`src/pmr_cfg.svh`:
```
// constants of the power monitor register bank
// assumes: included by package and modules by its bare name
`ifndef PMR_CFG_SVH
`define PMR_CFG_SVH

// --------------------------------------------------------------
// register pointers
// --------------------------------------------------------------
`define PMR_PTR_CFG 8'h00
`define PMR_PTR_SHUNT 8'h01
`define PMR_PTR_BUS 8'h02
`define PMR_PTR_POWER 8'h03
`define PMR_PTR_CURRENT 8'h04
`define PMR_PTR_CAL 8'h05

// --------------------------------------------------------------
// reset values and field positions
// --------------------------------------------------------------
`define PMR_CFG_RST 16'h399f
`define PMR_ZERO16 16'h0000
`define PMR_SOFT_RST_BIT 15
`define PMR_SYNC_W 9
`define PMR_SYNC_RST 9'h1ff

// --------------------------------------------------------------
// two-wire protocol
// --------------------------------------------------------------
`define PMR_HS_CODE 5'h01
`define PMR_GC_ADDR 8'h00
`define PMR_GC_RESET 8'h06
`define PMR_BYTE_BITS 4'h8

// --------------------------------------------------------------
// timing
// --------------------------------------------------------------
`define PMR_REF_PERIOD_NS 100
`define PMR_WR_DLY_NS 4000
`define PMR_WR_DLY_CYC ((`PMR_WR_DLY_NS + `PMR_REF_PERIOD_NS - 1) / `PMR_REF_PERIOD_NS)
`define PMR_CNT_W 6

`endif

```
`src/pmr_pkg.sv`:
```
// types of the power monitor register bank
// assumes: pmr_cfg.svh on the include path
`include "pmr_cfg.svh"

package pmr_pkg;

   // -----------------------------------------------------------
   // register fields and measurement inputs
   // -----------------------------------------------------------
   typedef struct packed {
      logic soft_reset_bit;
      logic spare_bit;
      logic bus_range_select;
      logic [1:0] shunt_gain_select;
      logic [3:0] bus_conv_setting;
      logic [3:0] shunt_conv_setting;
      logic [2:0] op_mode;
   } pmr_cfg_type;

   typedef struct packed {
      logic [15:0] shunt_volt;
      logic [15:0] bus_volt;
      logic [15:0] power;
      logic [15:0] current;
   } pmr_meas_type;

   // -----------------------------------------------------------
   // module state
   // -----------------------------------------------------------
   typedef enum logic [2:0] {
      S_IDLE = 3'h0,
      S_ADDR = 3'h1,
      S_ADR_ACK = 3'h3,
      S_RX = 3'h2,
      S_RX_ACK = 3'h6,
      S_TX = 3'h7,
      S_TX_ACK = 3'h5,
      S_WAIT = 3'h4
   } pmr_fsm_type;

   typedef struct packed {
      pmr_fsm_type state;
      logic scl_q;
      logic sda_q;
      logic [3:0] bit_cnt;
      logic [7:0] sh;
      logic rw;
      logic gc;
      logic gc_rst;
      logic mack;
      logic lo_next;
      logic ptr_done;
      logic msb_have;
      logic [7:0] msb;
      logic [7:0] ptr;
      logic hs_mode;
      pmr_cfg_type cfg;
      logic [15:0] cal;
      logic sda_oe_n;
      logic sda_o;
      logic req;
      logic [15:0] req_data;
      logic soft_rst;
   } pmr_main_type;

   typedef struct packed {
      logic busy;
      logic [`PMR_CNT_W-1:0] cnt;
      logic stb;
      logic [7:0] ptr;
      logic [15:0] data;
   } pmr_wd_type;

   typedef struct packed {
      logic [`PMR_SYNC_W-1:0] meta;
      logic [`PMR_SYNC_W-1:0] sync;
   } pmr_sync_type;

endpackage

```
`src/pmr_top.sv`:
```
// two-wire slave register bank of a current and power monitor
// assumes: scl/sda/address pins asynchronous; meas on ref_clk
//
// Behaviour
// - recognise HS code 00001XXX, no ack, fast filters
// - after repeated start, normal protocol at high speed
// - stop leaves HS mode, filters back to normal
// - bit 15 and general call reset equal power-up
// - register contents update 4 us after write
// - pointer 00 is configuration, resets to 399F
// - pointers 01, 02 read shunt and bus results
// - power, current read zero until calibration set
// - pointer 05 is calibration, read/write, resets zero
// - each register moves as two bytes, MSB first
// - bit 15 one resets all, then self-clears
// - bit 13 selects 16 V or 32 V range
// - bits 12:11 select shunt gain, default /8
// - bits 10:7 set bus resolution or averaging
// - bits 6:3 set shunt resolution or averaging
// - bits 2:0 select mode, default continuous both
// - pointer held until a pointer write, bit 15 or general call reset changes it
`timescale 1ns/1ns
`include "pmr_cfg.svh"

module pmr_top
(
   // clock and reset
   input wire logic ref_clk,
   input wire logic rst,
   // two-wire bus pins
   input wire logic scl_in,
   input wire logic sda_in,
   output logic sda_out,
   output logic sda_oe_n,
   // slave address strap
   input wire logic [6:0] dev_addr,
   // measurement results
   input wire pmr_pkg::pmr_meas_type meas,
   // settings to the converter
   output pmr_pkg::pmr_cfg_type cfg_out,
   output logic [15:0] calib_out,
   output logic hs_mode,
   output logic soft_rst_pulse
);
   import pmr_pkg::*;

   // -----------------------------------------------------------
   // pin synchronisers and bus events
   // -----------------------------------------------------------
   logic [`PMR_SYNC_W-1:0] pins_s;
   logic scl_s;
   logic sda_s;
   logic [6:0] addr_s;
   logic scl_rise;
   logic scl_fall;
   logic start_det;
   logic stop_det;
   logic gc_fire;
   logic wr_stb;
   logic [7:0] wr_ptr;
   logic [15:0] wr_data;
   logic [15:0] rd_word;
   logic [7:0] tx_byte;
   pmr_main_type st_reg;
   pmr_main_type st_next;

   pmr_sync pmr_sync_inst
   (
      .ref_clk(ref_clk),
      .rst(rst),
      .raw_in({dev_addr, sda_in, scl_in}),
      .sync_out(pins_s)
   );

   assign scl_s = pins_s[0];
   assign sda_s = pins_s[1];
   assign addr_s = pins_s[8:2];
   assign scl_rise = scl_s & ~st_reg.scl_q;
   assign scl_fall = ~scl_s & st_reg.scl_q;
   assign start_det = scl_s & st_reg.scl_q & st_reg.sda_q & ~sda_s;
   assign stop_det = scl_s & st_reg.scl_q & ~st_reg.sda_q & sda_s;
   assign gc_fire = (st_reg.state == S_RX_ACK) & scl_fall & st_reg.gc_rst;

   // -----------------------------------------------------------
   // delayed register update
   // -----------------------------------------------------------
   pmr_wdelay pmr_wdelay_inst
   (
      .ref_clk(ref_clk),
      .rst(rst),
      .req(st_reg.req),
      .req_ptr(st_reg.ptr),
      .req_data(st_reg.req_data),
      .wr_stb(wr_stb),
      .wr_ptr(wr_ptr),
      .wr_data(wr_data)
   );

   // -----------------------------------------------------------
   // read multiplexer
   // -----------------------------------------------------------
   always_comb
   begin
      case (st_reg.ptr)
         `PMR_PTR_CFG: rd_word = st_reg.cfg;
         `PMR_PTR_SHUNT: rd_word = meas.shunt_volt;
         `PMR_PTR_BUS: rd_word = meas.bus_volt;
         `PMR_PTR_POWER: rd_word = (st_reg.cal != `PMR_ZERO16) ? meas.power : `PMR_ZERO16;
         `PMR_PTR_CURRENT: rd_word = (st_reg.cal != `PMR_ZERO16) ? meas.current : `PMR_ZERO16;
         `PMR_PTR_CAL: rd_word = st_reg.cal;
         default: rd_word = `PMR_ZERO16;
      endcase
      tx_byte = st_reg.lo_next ? rd_word[7:0] : rd_word[15:8];
   end

   // -----------------------------------------------------------
   // slave state machine
   // -----------------------------------------------------------
   always_comb
   begin
      st_next = st_reg;
      st_next.scl_q = scl_s;
      st_next.sda_q = sda_s;
      st_next.req = 1'b0;
      st_next.soft_rst = 1'b0;
      if (start_det)
      begin
         st_next.state = S_ADDR;
         st_next.bit_cnt = '0;
         st_next.sda_oe_n = 1'b1;
      end
      else if (stop_det)
      begin
         st_next.state = S_IDLE;
         st_next.hs_mode = 1'b0;
         st_next.sda_oe_n = 1'b1;
      end
      else
      begin
         case (st_reg.state)
            S_ADDR:
            begin
               if (scl_rise)
               begin
                  st_next.sh = {st_reg.sh[6:0], sda_s};
                  st_next.bit_cnt = st_reg.bit_cnt + 1'b1;
               end
               else if (scl_fall && st_reg.bit_cnt == `PMR_BYTE_BITS)
               begin
                  if (st_reg.sh[7:3] == `PMR_HS_CODE)
                  begin
                     st_next.hs_mode = 1'b1;
                     st_next.state = S_WAIT;
                  end
                  else if (st_reg.sh[7:1] == addr_s)
                  begin
                     st_next.rw = st_reg.sh[0];
                     st_next.gc = 1'b0;
                     st_next.sda_oe_n = 1'b0;
                     st_next.state = S_ADR_ACK;
                  end
                  else if (st_reg.sh == `PMR_GC_ADDR)
                  begin
                     st_next.rw = 1'b0;
                     st_next.gc = 1'b1;
                     st_next.sda_oe_n = 1'b0;
                     st_next.state = S_ADR_ACK;
                  end
                  else
                  begin
                     st_next.state = S_WAIT;
                  end
               end
            end
            S_ADR_ACK:
            begin
               if (scl_fall)
               begin
                  st_next.bit_cnt = '0;
                  st_next.ptr_done = 1'b0;
                  st_next.msb_have = 1'b0;
                  st_next.gc_rst = 1'b0;
                  if (st_reg.rw)
                  begin
                     st_next.sh = rd_word[15:8];
                     st_next.lo_next = 1'b1;
                     st_next.sda_oe_n = rd_word[15];
                     st_next.state = S_TX;
                  end
                  else
                  begin
                     st_next.sda_oe_n = 1'b1;
                     st_next.state = S_RX;
                  end
               end
            end
            S_RX:
            begin
               if (scl_rise)
               begin
                  st_next.sh = {st_reg.sh[6:0], sda_s};
                  st_next.bit_cnt = st_reg.bit_cnt + 1'b1;
               end
               else if (scl_fall && st_reg.bit_cnt == `PMR_BYTE_BITS)
               begin
                  st_next.sda_oe_n = 1'b0;
                  st_next.state = S_RX_ACK;
                  if (st_reg.gc)
                  begin
                     st_next.gc_rst = (st_reg.sh == `PMR_GC_RESET);
                  end
                  else if (!st_reg.ptr_done)
                  begin
                     st_next.ptr = st_reg.sh;
                     st_next.ptr_done = 1'b1;
                  end
                  else if (!st_reg.msb_have)
                  begin
                     st_next.msb = st_reg.sh;
                     st_next.msb_have = 1'b1;
                  end
                  else
                  begin
                     st_next.req = 1'b1;
                     st_next.req_data = {st_reg.msb, st_reg.sh};
                     st_next.msb_have = 1'b0;
                  end
               end
            end
            S_RX_ACK:
            begin
               if (scl_fall)
               begin
                  st_next.sda_oe_n = 1'b1;
                  st_next.bit_cnt = '0;
                  st_next.state = S_RX;
                  if (st_reg.gc_rst)
                  begin
                     st_next.gc_rst = 1'b0;
                     st_next.cfg = `PMR_CFG_RST;
                     st_next.cal = `PMR_ZERO16;
                     st_next.ptr = `PMR_PTR_CFG;
                     st_next.hs_mode = 1'b0;
                     st_next.soft_rst = 1'b1;
                  end
               end
            end
            S_TX:
            begin
               if (scl_rise)
               begin
                  st_next.bit_cnt = st_reg.bit_cnt + 1'b1;
               end
               else if (scl_fall)
               begin
                  if (st_reg.bit_cnt == `PMR_BYTE_BITS)
                  begin
                     st_next.sda_oe_n = 1'b1;
                     st_next.state = S_TX_ACK;
                  end
                  else
                  begin
                     st_next.sh = {st_reg.sh[6:0], 1'b0};
                     st_next.sda_oe_n = st_reg.sh[6];
                  end
               end
            end
            S_TX_ACK:
            begin
               if (scl_rise)
               begin
                  st_next.mack = ~sda_s;
               end
               else if (scl_fall)
               begin
                  if (st_reg.mack)
                  begin
                     st_next.sh = tx_byte;
                     st_next.sda_oe_n = tx_byte[7];
                     st_next.lo_next = ~st_reg.lo_next;
                     st_next.bit_cnt = '0;
                     st_next.state = S_TX;
                  end
                  else
                  begin
                     st_next.state = S_WAIT;
                  end
               end
            end
            S_WAIT, S_IDLE:
            begin
               st_next.sda_oe_n = 1'b1;
            end
            default:
            begin
               st_next.state = S_IDLE;
               st_next.sda_oe_n = 1'b1;
            end
         endcase
      end
      // delayed write reaches the registers
      if (wr_stb)
      begin
         case (wr_ptr)
            `PMR_PTR_CFG:
            begin
               if (wr_data[`PMR_SOFT_RST_BIT])
               begin
                  st_next.cfg = `PMR_CFG_RST;
                  st_next.cal = `PMR_ZERO16;
                  st_next.ptr = `PMR_PTR_CFG;
                  st_next.hs_mode = 1'b0;
                  st_next.soft_rst = 1'b1;
               end
               else
               begin
                  st_next.cfg = wr_data;
               end
            end
            `PMR_PTR_CAL: st_next.cal = wr_data;
            default: st_next.cal = st_next.cal;
         endcase
      end
   end

   always_ff @(posedge ref_clk or posedge rst)
   begin
      if (rst)
      begin
         st_reg <= '0;
         st_reg.scl_q <= 1'b1;
         st_reg.sda_q <= 1'b1;
         st_reg.sda_oe_n <= 1'b1;
         st_reg.cfg <= `PMR_CFG_RST;
         st_reg.hs_mode <= 1'b0;
      end
      else
      begin
         st_reg <= st_next;
      end
   end

   // -----------------------------------------------------------
   // outputs
   // -----------------------------------------------------------
   assign sda_out = st_reg.sda_o;
   assign sda_oe_n = st_reg.sda_oe_n;
   assign cfg_out = st_reg.cfg;
   assign calib_out = st_reg.cal;
   assign hs_mode = st_reg.hs_mode;
   assign soft_rst_pulse = st_reg.soft_rst;
endmodule // pmr_top

```
`src/pmr_sync.sv`:
```
// two-flop synchroniser for the bus pins and address strap
// assumes: raw inputs are asynchronous to ref_clk
`timescale 1ns/1ns
`include "pmr_cfg.svh"

module pmr_sync
(
   // clock and reset
   input wire logic ref_clk,
   input wire logic rst,
   // pins
   input wire logic [`PMR_SYNC_W-1:0] raw_in,
   output logic [`PMR_SYNC_W-1:0] sync_out
);
   import pmr_pkg::*;

   pmr_sync_type st_reg;
   pmr_sync_type st_next;

   always_comb
   begin
      st_next = st_reg;
      st_next.meta = raw_in;
      st_next.sync = st_reg.meta;
   end

   always_ff @(posedge ref_clk or posedge rst)
   begin
      if (rst)
      begin
         st_reg.meta <= `PMR_SYNC_RST;
         st_reg.sync <= `PMR_SYNC_RST;
      end
      else
      begin
         st_reg <= st_next;
      end
   end

   assign sync_out = st_reg.sync;

endmodule // pmr_sync

```
`src/pmr_wdelay.sv`:
```
// delays a register write by the fixed update time
// assumes: req is a one-cycle pulse on ref_clk, never while busy
`timescale 1ns/1ns
`include "pmr_cfg.svh"

module pmr_wdelay
(
   // clock and reset
   input wire logic ref_clk,
   input wire logic rst,
   // write request
   input wire logic req,
   input wire logic [7:0] req_ptr,
   input wire logic [15:0] req_data,
   // delayed write
   output logic wr_stb,
   output logic [7:0] wr_ptr,
   output logic [15:0] wr_data
);
   import pmr_pkg::*;

   localparam int DLY = `PMR_WR_DLY_CYC;
   localparam logic [`PMR_CNT_W-1:0] CNT_LOAD = `PMR_CNT_W'(`PMR_WR_DLY_CYC - 2);

   pmr_wd_type st_reg;
   pmr_wd_type st_next;

   always_comb
   begin
      st_next = st_reg;
      st_next.stb = 1'b0;
      if (st_reg.busy)
      begin
         if (st_reg.cnt == '0)
         begin
            st_next.stb = 1'b1;
            st_next.busy = 1'b0;
         end
         else
         begin
            st_next.cnt = st_reg.cnt - 1'b1;
         end
      end
      else if (req)
      begin
         st_next.busy = 1'b1;
         st_next.cnt = CNT_LOAD;
         st_next.ptr = req_ptr;
         st_next.data = req_data;
      end
   end

   always_ff @(posedge ref_clk or posedge rst)
   begin
      if (rst)
      begin
         st_reg <= '0;
      end
      else
      begin
         st_reg <= st_next;
      end
   end

   assign wr_stb = st_reg.stb;
   assign wr_ptr = st_reg.ptr;
   assign wr_data = st_reg.data;
endmodule // pmr_wdelay

```
`config.mk`:
```
export PLATFORM = sky130hd
export DESIGN_NAME = pmr_top
export DESIGN_NICKNAME = d
export VERILOG_FILES = /design/src/pmr_pkg.sv /design/src/pmr_top.sv /design/src/pmr_sync.sv /design/src/pmr_wdelay.sv
export VERILOG_INCLUDE_DIRS = /design/src /design/src/src
export SDC_FILE = /design/constraint.sdc
export NUM_CORES = 1
export LEC_CHECK = 0
export BUFFER_PORTS_ARGS = -buffer_cell sky130_fd_sc_hd__buf_2
export CORE_UTILIZATION = 48
export CTS_CLUSTER_DIAMETER = 30
export CTS_CLUSTER_SIZE = 28
export DETAILED_ROUTE_END_ITERATION = 16
export PLACE_DENSITY = 0.66
export SKIP_CTS_REPAIR_TIMING = 1
export SLEW_MARGIN = 10
export SYNTH_ARGS = -nofsm -noshare
export SYNTH_HDL_FRONTEND = slang
export SYNTH_HIERARCHICAL = 1
export SYNTH_SLANG_ARGS = --single-unit
```
`constraint.sdc`:
```
create_clock -name ref_clk -period 9.03 [get_ports ref_clk]
set_input_delay 2.2575 -clock ref_clk [delete_from_list [all_inputs] [get_ports ref_clk]]
set_output_delay 2.2575 -clock ref_clk [all_outputs]
set_load 0.01 [all_outputs]
```
**Yosys cells after proc, flatten, opt, wreduce, memory -nomap -nowiden**

Cells that the tools add are included.

- $add $sub $neg: 2
- Equality and inequality tests: 55
- Multiplexer cells: 121
- Bitwise gates (word level): 19
- Reduce and logical (&&, ||, !) cells: 32

Operator list:

| operator | number |
|---|---|
| 2-to-1 mux 41 bit | 3 |
| 2-to-1 mux 17 bit | 6 |
| case mux 16 bit (6 select lines) | 1 |
| 2-to-1 mux 18 bit | 5 |
| 2-to-1 mux 32 bit | 2 |
| 2-to-1 mux 8 bit | 8 |
| 2-to-1 mux 12 bit | 5 |
| 2-to-1 mux 3 bit | 18 |
| inequality test 4 bit, second input constant | 13 |
| 2-to-1 mux 16 bit | 3 |
| 2-to-1 mux 42 bit | 1 |
| 2-to-1 mux 1 bit | 41 |
| 2-to-1 mux 35 bit | 1 |
| equality test 8 x 3 -> 1 bit, second input constant | 4 |
| case mux 16 bit (2 select lines) | 1 |
| case mux 8 bit (4 select lines) | 1 |
| AND reduction 8 bit | 4 |
| inequality test 2 bit, second input constant | 15 |
| 2-to-1 mux 25 bit | 1 |
| logical NOT 8 bit | 3 |
| AND reduction 12 bit | 2 |
| AND reduction 7 bit | 3 |
| case mux 4 bit (5 select lines) | 1 |
| 2-to-1 mux 9 bit | 2 |
| other kinds (39) | 85 |

- Register bits: 142
- Bits of input ports: 75
- Output and inout bits: 36

**Longest topological paths before layout**

- Depth after elaboration: 13
- Gate-level depth with buffers: 9
- Mapped depth without buffers: 8

**Hierarchy**

The synthesis kept the hierarchy.

By module, submodules not included:

| module | times used | cells each | area each (um2) | sequential area each (um2) |
|---|---|---|---|---|
| pmr_top | 1 | 591 | 5688.0 | 2318.5 |
| pmr_wdelay | 1 | 166 | 1502.7 | 800.8 |
| pmr_sync | 1 | 19 | 476.7 | 473.0 |

**Least setup slack after synthesis**

No wires, ideal clock.

- Path kind: input to register
- From: input port meas[63] (netlist name)
- To: register sda_oe_n (netlist name)
- Arrival: 3757 ps
- Required time: 8945 ps
- Slack: 5188 ps
- Cell stages on the path: 6
- Buffers on the path: 0
- Path through: mux2_1 a221o_1 a32oi_1 nand2b_1 a311o_1 mux2_1

- Word-level cells in the longest chain between the ends: 8
- Elaborated cells between the ends (all ways): 10
- Classes of those cells: 10 x mux

RTL lines:

| what | line | source |
|---|---|---|
| from (decl) | pmr_top.sv:38 | `input wire pmr_pkg::pmr_meas_type meas,` |
| case mux 16 bit (6 select lines) * | pmr_top.sv:104 | `case (st_reg.ptr)` |
| 2-to-1 mux 8 bit | pmr_top.sv:113 | `tx_byte = st_reg.lo_next ? rd_word[7:0] : rd_word[15:8];` |
| 2-to-1 mux 1 bit | pmr_top.sv:276 | `if (st_reg.mack)` |
| 2-to-1 mux 1 bit | pmr_top.sv:274 | `else if (scl_fall)` |
| 2-to-1 mux 1 bit | pmr_top.sv:270 | `if (scl_rise)` |
| case mux 1 bit (7 select lines) * | pmr_top.sv:140 | `case (st_reg.state)` |
| 2-to-1 mux 1 bit * | pmr_top.sv:132 | `else if (stop_det)` |
| 2-to-1 mux 1 bit * | pmr_top.sv:126 | `if (start_det)` |

Mark *: on every way between the ends. The rest lies on a longest branch, timed or not. The select of a mux whose other input is x is not followed.
A chain may end at the register's enable or synchronous reset.

**Final worst setup path**

- From: input port meas[63] (netlist name)
- To: register sda_oe_n (netlist name)

- Word-level cells in the longest chain between the ends: 8
- Elaborated cells between the ends (all ways): 10
- Classes of those cells: 10 x mux

RTL lines:

| what | line |
|---|---|
| case mux 16 bit (6 select lines) * | pmr_top.sv:104 |
| 2-to-1 mux 8 bit | pmr_top.sv:113 |
| 2-to-1 mux 1 bit | pmr_top.sv:276 |
| 2-to-1 mux 1 bit | pmr_top.sv:274 |
| 2-to-1 mux 1 bit | pmr_top.sv:270 |
| case mux 1 bit (7 select lines) * | pmr_top.sv:140 |
| 2-to-1 mux 1 bit * | pmr_top.sv:132 |
| 2-to-1 mux 1 bit * | pmr_top.sv:126 |

Marks and branches as above.

==> results_dict.tcl <==
set metrics [dict create \
    synth.avg_cell_area_sq_um 9.881 \
    grt_pass1_vias 5886 \
    finalHoldViolCount 0 \
    max_cap_violations 0 \
    end_kind "flop" \
    pwr_density_cell_nw_per_um2 186.3 \
    grt_usage 0.2520 \
    period_share 0.4141 \
    slew_headroom 0.2567 \
    gp_congestion 0.9067 \
    yosysUniqueCellTypes 74 \
    async_flop_share 1.000 \
    yosysWarnings 6 \
    worst_setup_path_start_kind "primary input" \
    io_buffers 109 \
    pre_cts_ws_ps 4871 \
    drc_errors 0 \
    fillCellCount 1351 \
    die_area_sq_um 16480 \
    power.leakage_nw 3.947 \
    rows 45 \
    grt_pass1_wl_mm 31.63 \
    largest_register_ffs 57 \
    clock-sinks 142 \
    synth_top_cell_by_area "dfrtp_1" \
    setup_tns_ps 0 \
    arrival_ps 4080 \
    hold_class "flop to flop" \
    cts_buffer_depth 2 \
    worst_pin_slew_ps 1105 \
    area_growth_pct 10.57 \
    antenna_left 0 \
    slowest_delay_ps 370 \
    worstPathRequired_ps 9380 \
    fin_ws_ps 5290 \
    ys_seq_area_frac 0.4685 \
    htreeDepth 4 \
    final-max-slew-violation-count 0 \
    via_per_inst 5.959 \
    drtIter0Drc 687 \
    grt_max_degree 68 \
    final-seq-area_sq_um 3592 \
    final_util 0.5516 \
    synth_top_area_share 0.3623 \
    drive_gt1_frac 0.2762 \
    drt_first_pass_iters 5 \
    cp_cell_sequence "buf_2 > mux2_1 > a221o_1 > a32oi_1 > nand2b_1 > a311o_1 > mux2_1" \
    place_hpwl_mm 14.15 \
    met2_usage 0.3930 \
    synth-edff-count 0 \
    clk_latency_ps 420 \
    syn_area_sq_um 7667 \
    cts_buffers 17 \
    status "finished clean" \
    antenna_found_initial 0 \
    synthCells 776 \
    yosys-top-cells-count "111 x dfrtp_1, 111 x nand2_1, 58 x buf_4" \
    routed_wl_mm 19.94 \
    vias 6156 \
    gr-max-usage-layer "met2" \
    finalNetCount 888 \
    timing.fmax_ghz 0.2674 \
    crit_type "primary input to flop" \
    rsz0062_at_grt "no" \
    fin_crit_ps 3740 \
    critPathSlowestCell "a221o_1" \
    syn_nets 855 \
    start_util 0.4988 \
    grt-ovfl-total 0 \
    avgRoutedWirePerCell_microns 19.30 \
    worstPathMaxFanout 3 \
    antenna_cells 0 \
    die_w_microns 128.4 \
    io-pin-count 111 \
    die_y_microns 128.4 \
    grtUsageMet1 0.3449 \
    synth-seq-cells 142 \
    setup_viol 0 \
    root_buffer "clkbuf_16" \
    worst_clock_skew_ps 15.25 \
    synthFlopType "dfrtp_1" \
    synth_area_leaders "dfrtp_1 36%, dfstp_2 11%, buf_4 5.7%" \
    ir_drop_mv 0.1408 \
    clk_pin_slew_ps 60 \
    multi_input_area_sq_um 3344 \
    coreArea_sq_um 15370 \
    cts_tree "done" \
    met3_usage 0.04449 \
    cpMostUsedCell "mux2_1" \
]
## critical path: cells and delay by family
| family | cells | cell delay, ps |
|---|---|---|
| AOI/OAI and AO/OA | 3 | 1000 |
| muxes | 2 | 630 |
| buffers and inverters | 1 | 100 |
| and+or+nand+nor | 1 | 100 |
## cell type report
type | count | area share
repair buffers | 118 | 0.07231
multi-input cells | 517 | 0.3945
clock buffers | 23 | 0.06139
inverters | 13 | 0.005903
well taps | 211 | 0.03114
clock inverters | 9 | 0.01107
flip-flops and latches | 142 | 0.4237
## routing by layer
metal | routed length [microns] | vias up
li1 | - | 2817
met1 | 8784 | 3019
met2 | 9111 | 284
met3 | 1482 | 36
met4 | 557 | 0
met5 | 0 | -
## final timing paths
kind	startpoint	cells past startpoint	end	slack, ps
setup / recovery	meas[63]	7	sda_oe_n	5290
hold / removal	pmr_sync_inst/st_next[3]	0	pmr_sync_inst/sync_out[3]	350
setup reg to reg	st_reg[55]	7	sda_oe_n	6210
hold reg to reg	pmr_sync_inst/st_next[3]	0	pmr_sync_inst/sync_out[3]	350
max in group asynchronous	rst	3	st_reg[64]	5950
min in group asynchronous	rst	2	st_reg[69]	1860
## report_power, final
group	total [mW]	switching, mW	internal, mW
clock network	0.710	0.272	0.438
logic	0.125	0.0688	0.0565
registers	0.744	0.0806	0.664
total	1.58	0.422	1.16
## cell usage in the layout (no fill, tap or decap), types with 19 or more instances in the layout
cell type / Yosys / final
o21ai_0: 28 / 28
nand2_1: 111 / 111
dfstp_2: 31 / 31
buf_2: 12 / 109
nor2_1: 53 / 52
mux2_2: 32 / 32
dfrtp_1: 111 / 111
a22o_1: 24 / 24
clkbuf_16: 0 / 19
a22oi_1: 31 / 31
nand3_1: 19 / 19
a21oi_1: 34 / 34
## cells by family (layout without fill, tap and decap cells)
family | Yosys count | after routing | share of synthesized area
and+or+nand+nor | 249 | 249 | 0.1536
AOI/OAI and AO/OA | 203 | 203 | 0.1919
DFF | 142 | 142 | 0.4685
buffers and inverters | 117 | 163 | 0.09563
muxes | 47 | 47 | 0.06838
xor gates and xnor gates | 12 | 12 | 0.01371
adders and majority gates | 5 | 5 | 0.007833
other | 1 | 1 | 0.0004891
## metrics by stage
stage | instance area, sq um | instances | power, mW | hold WS (ps)
after global placement | 7861 | 1001 | 0.8723 | 348.0
after CTS | 8476 | 1033 | 1.589 | 355.5
after detailed placement | 7861 | 1001 | 0.8784 | 346.8
final | 8478 | 1033 | 1.580 | 354.6
after floorplan | 7667 | 776 | 0.8312 | 345.2
after global routing | 8478 | 1033 | 1.638 | 358.1
Power figures use the tool's default switching activity.
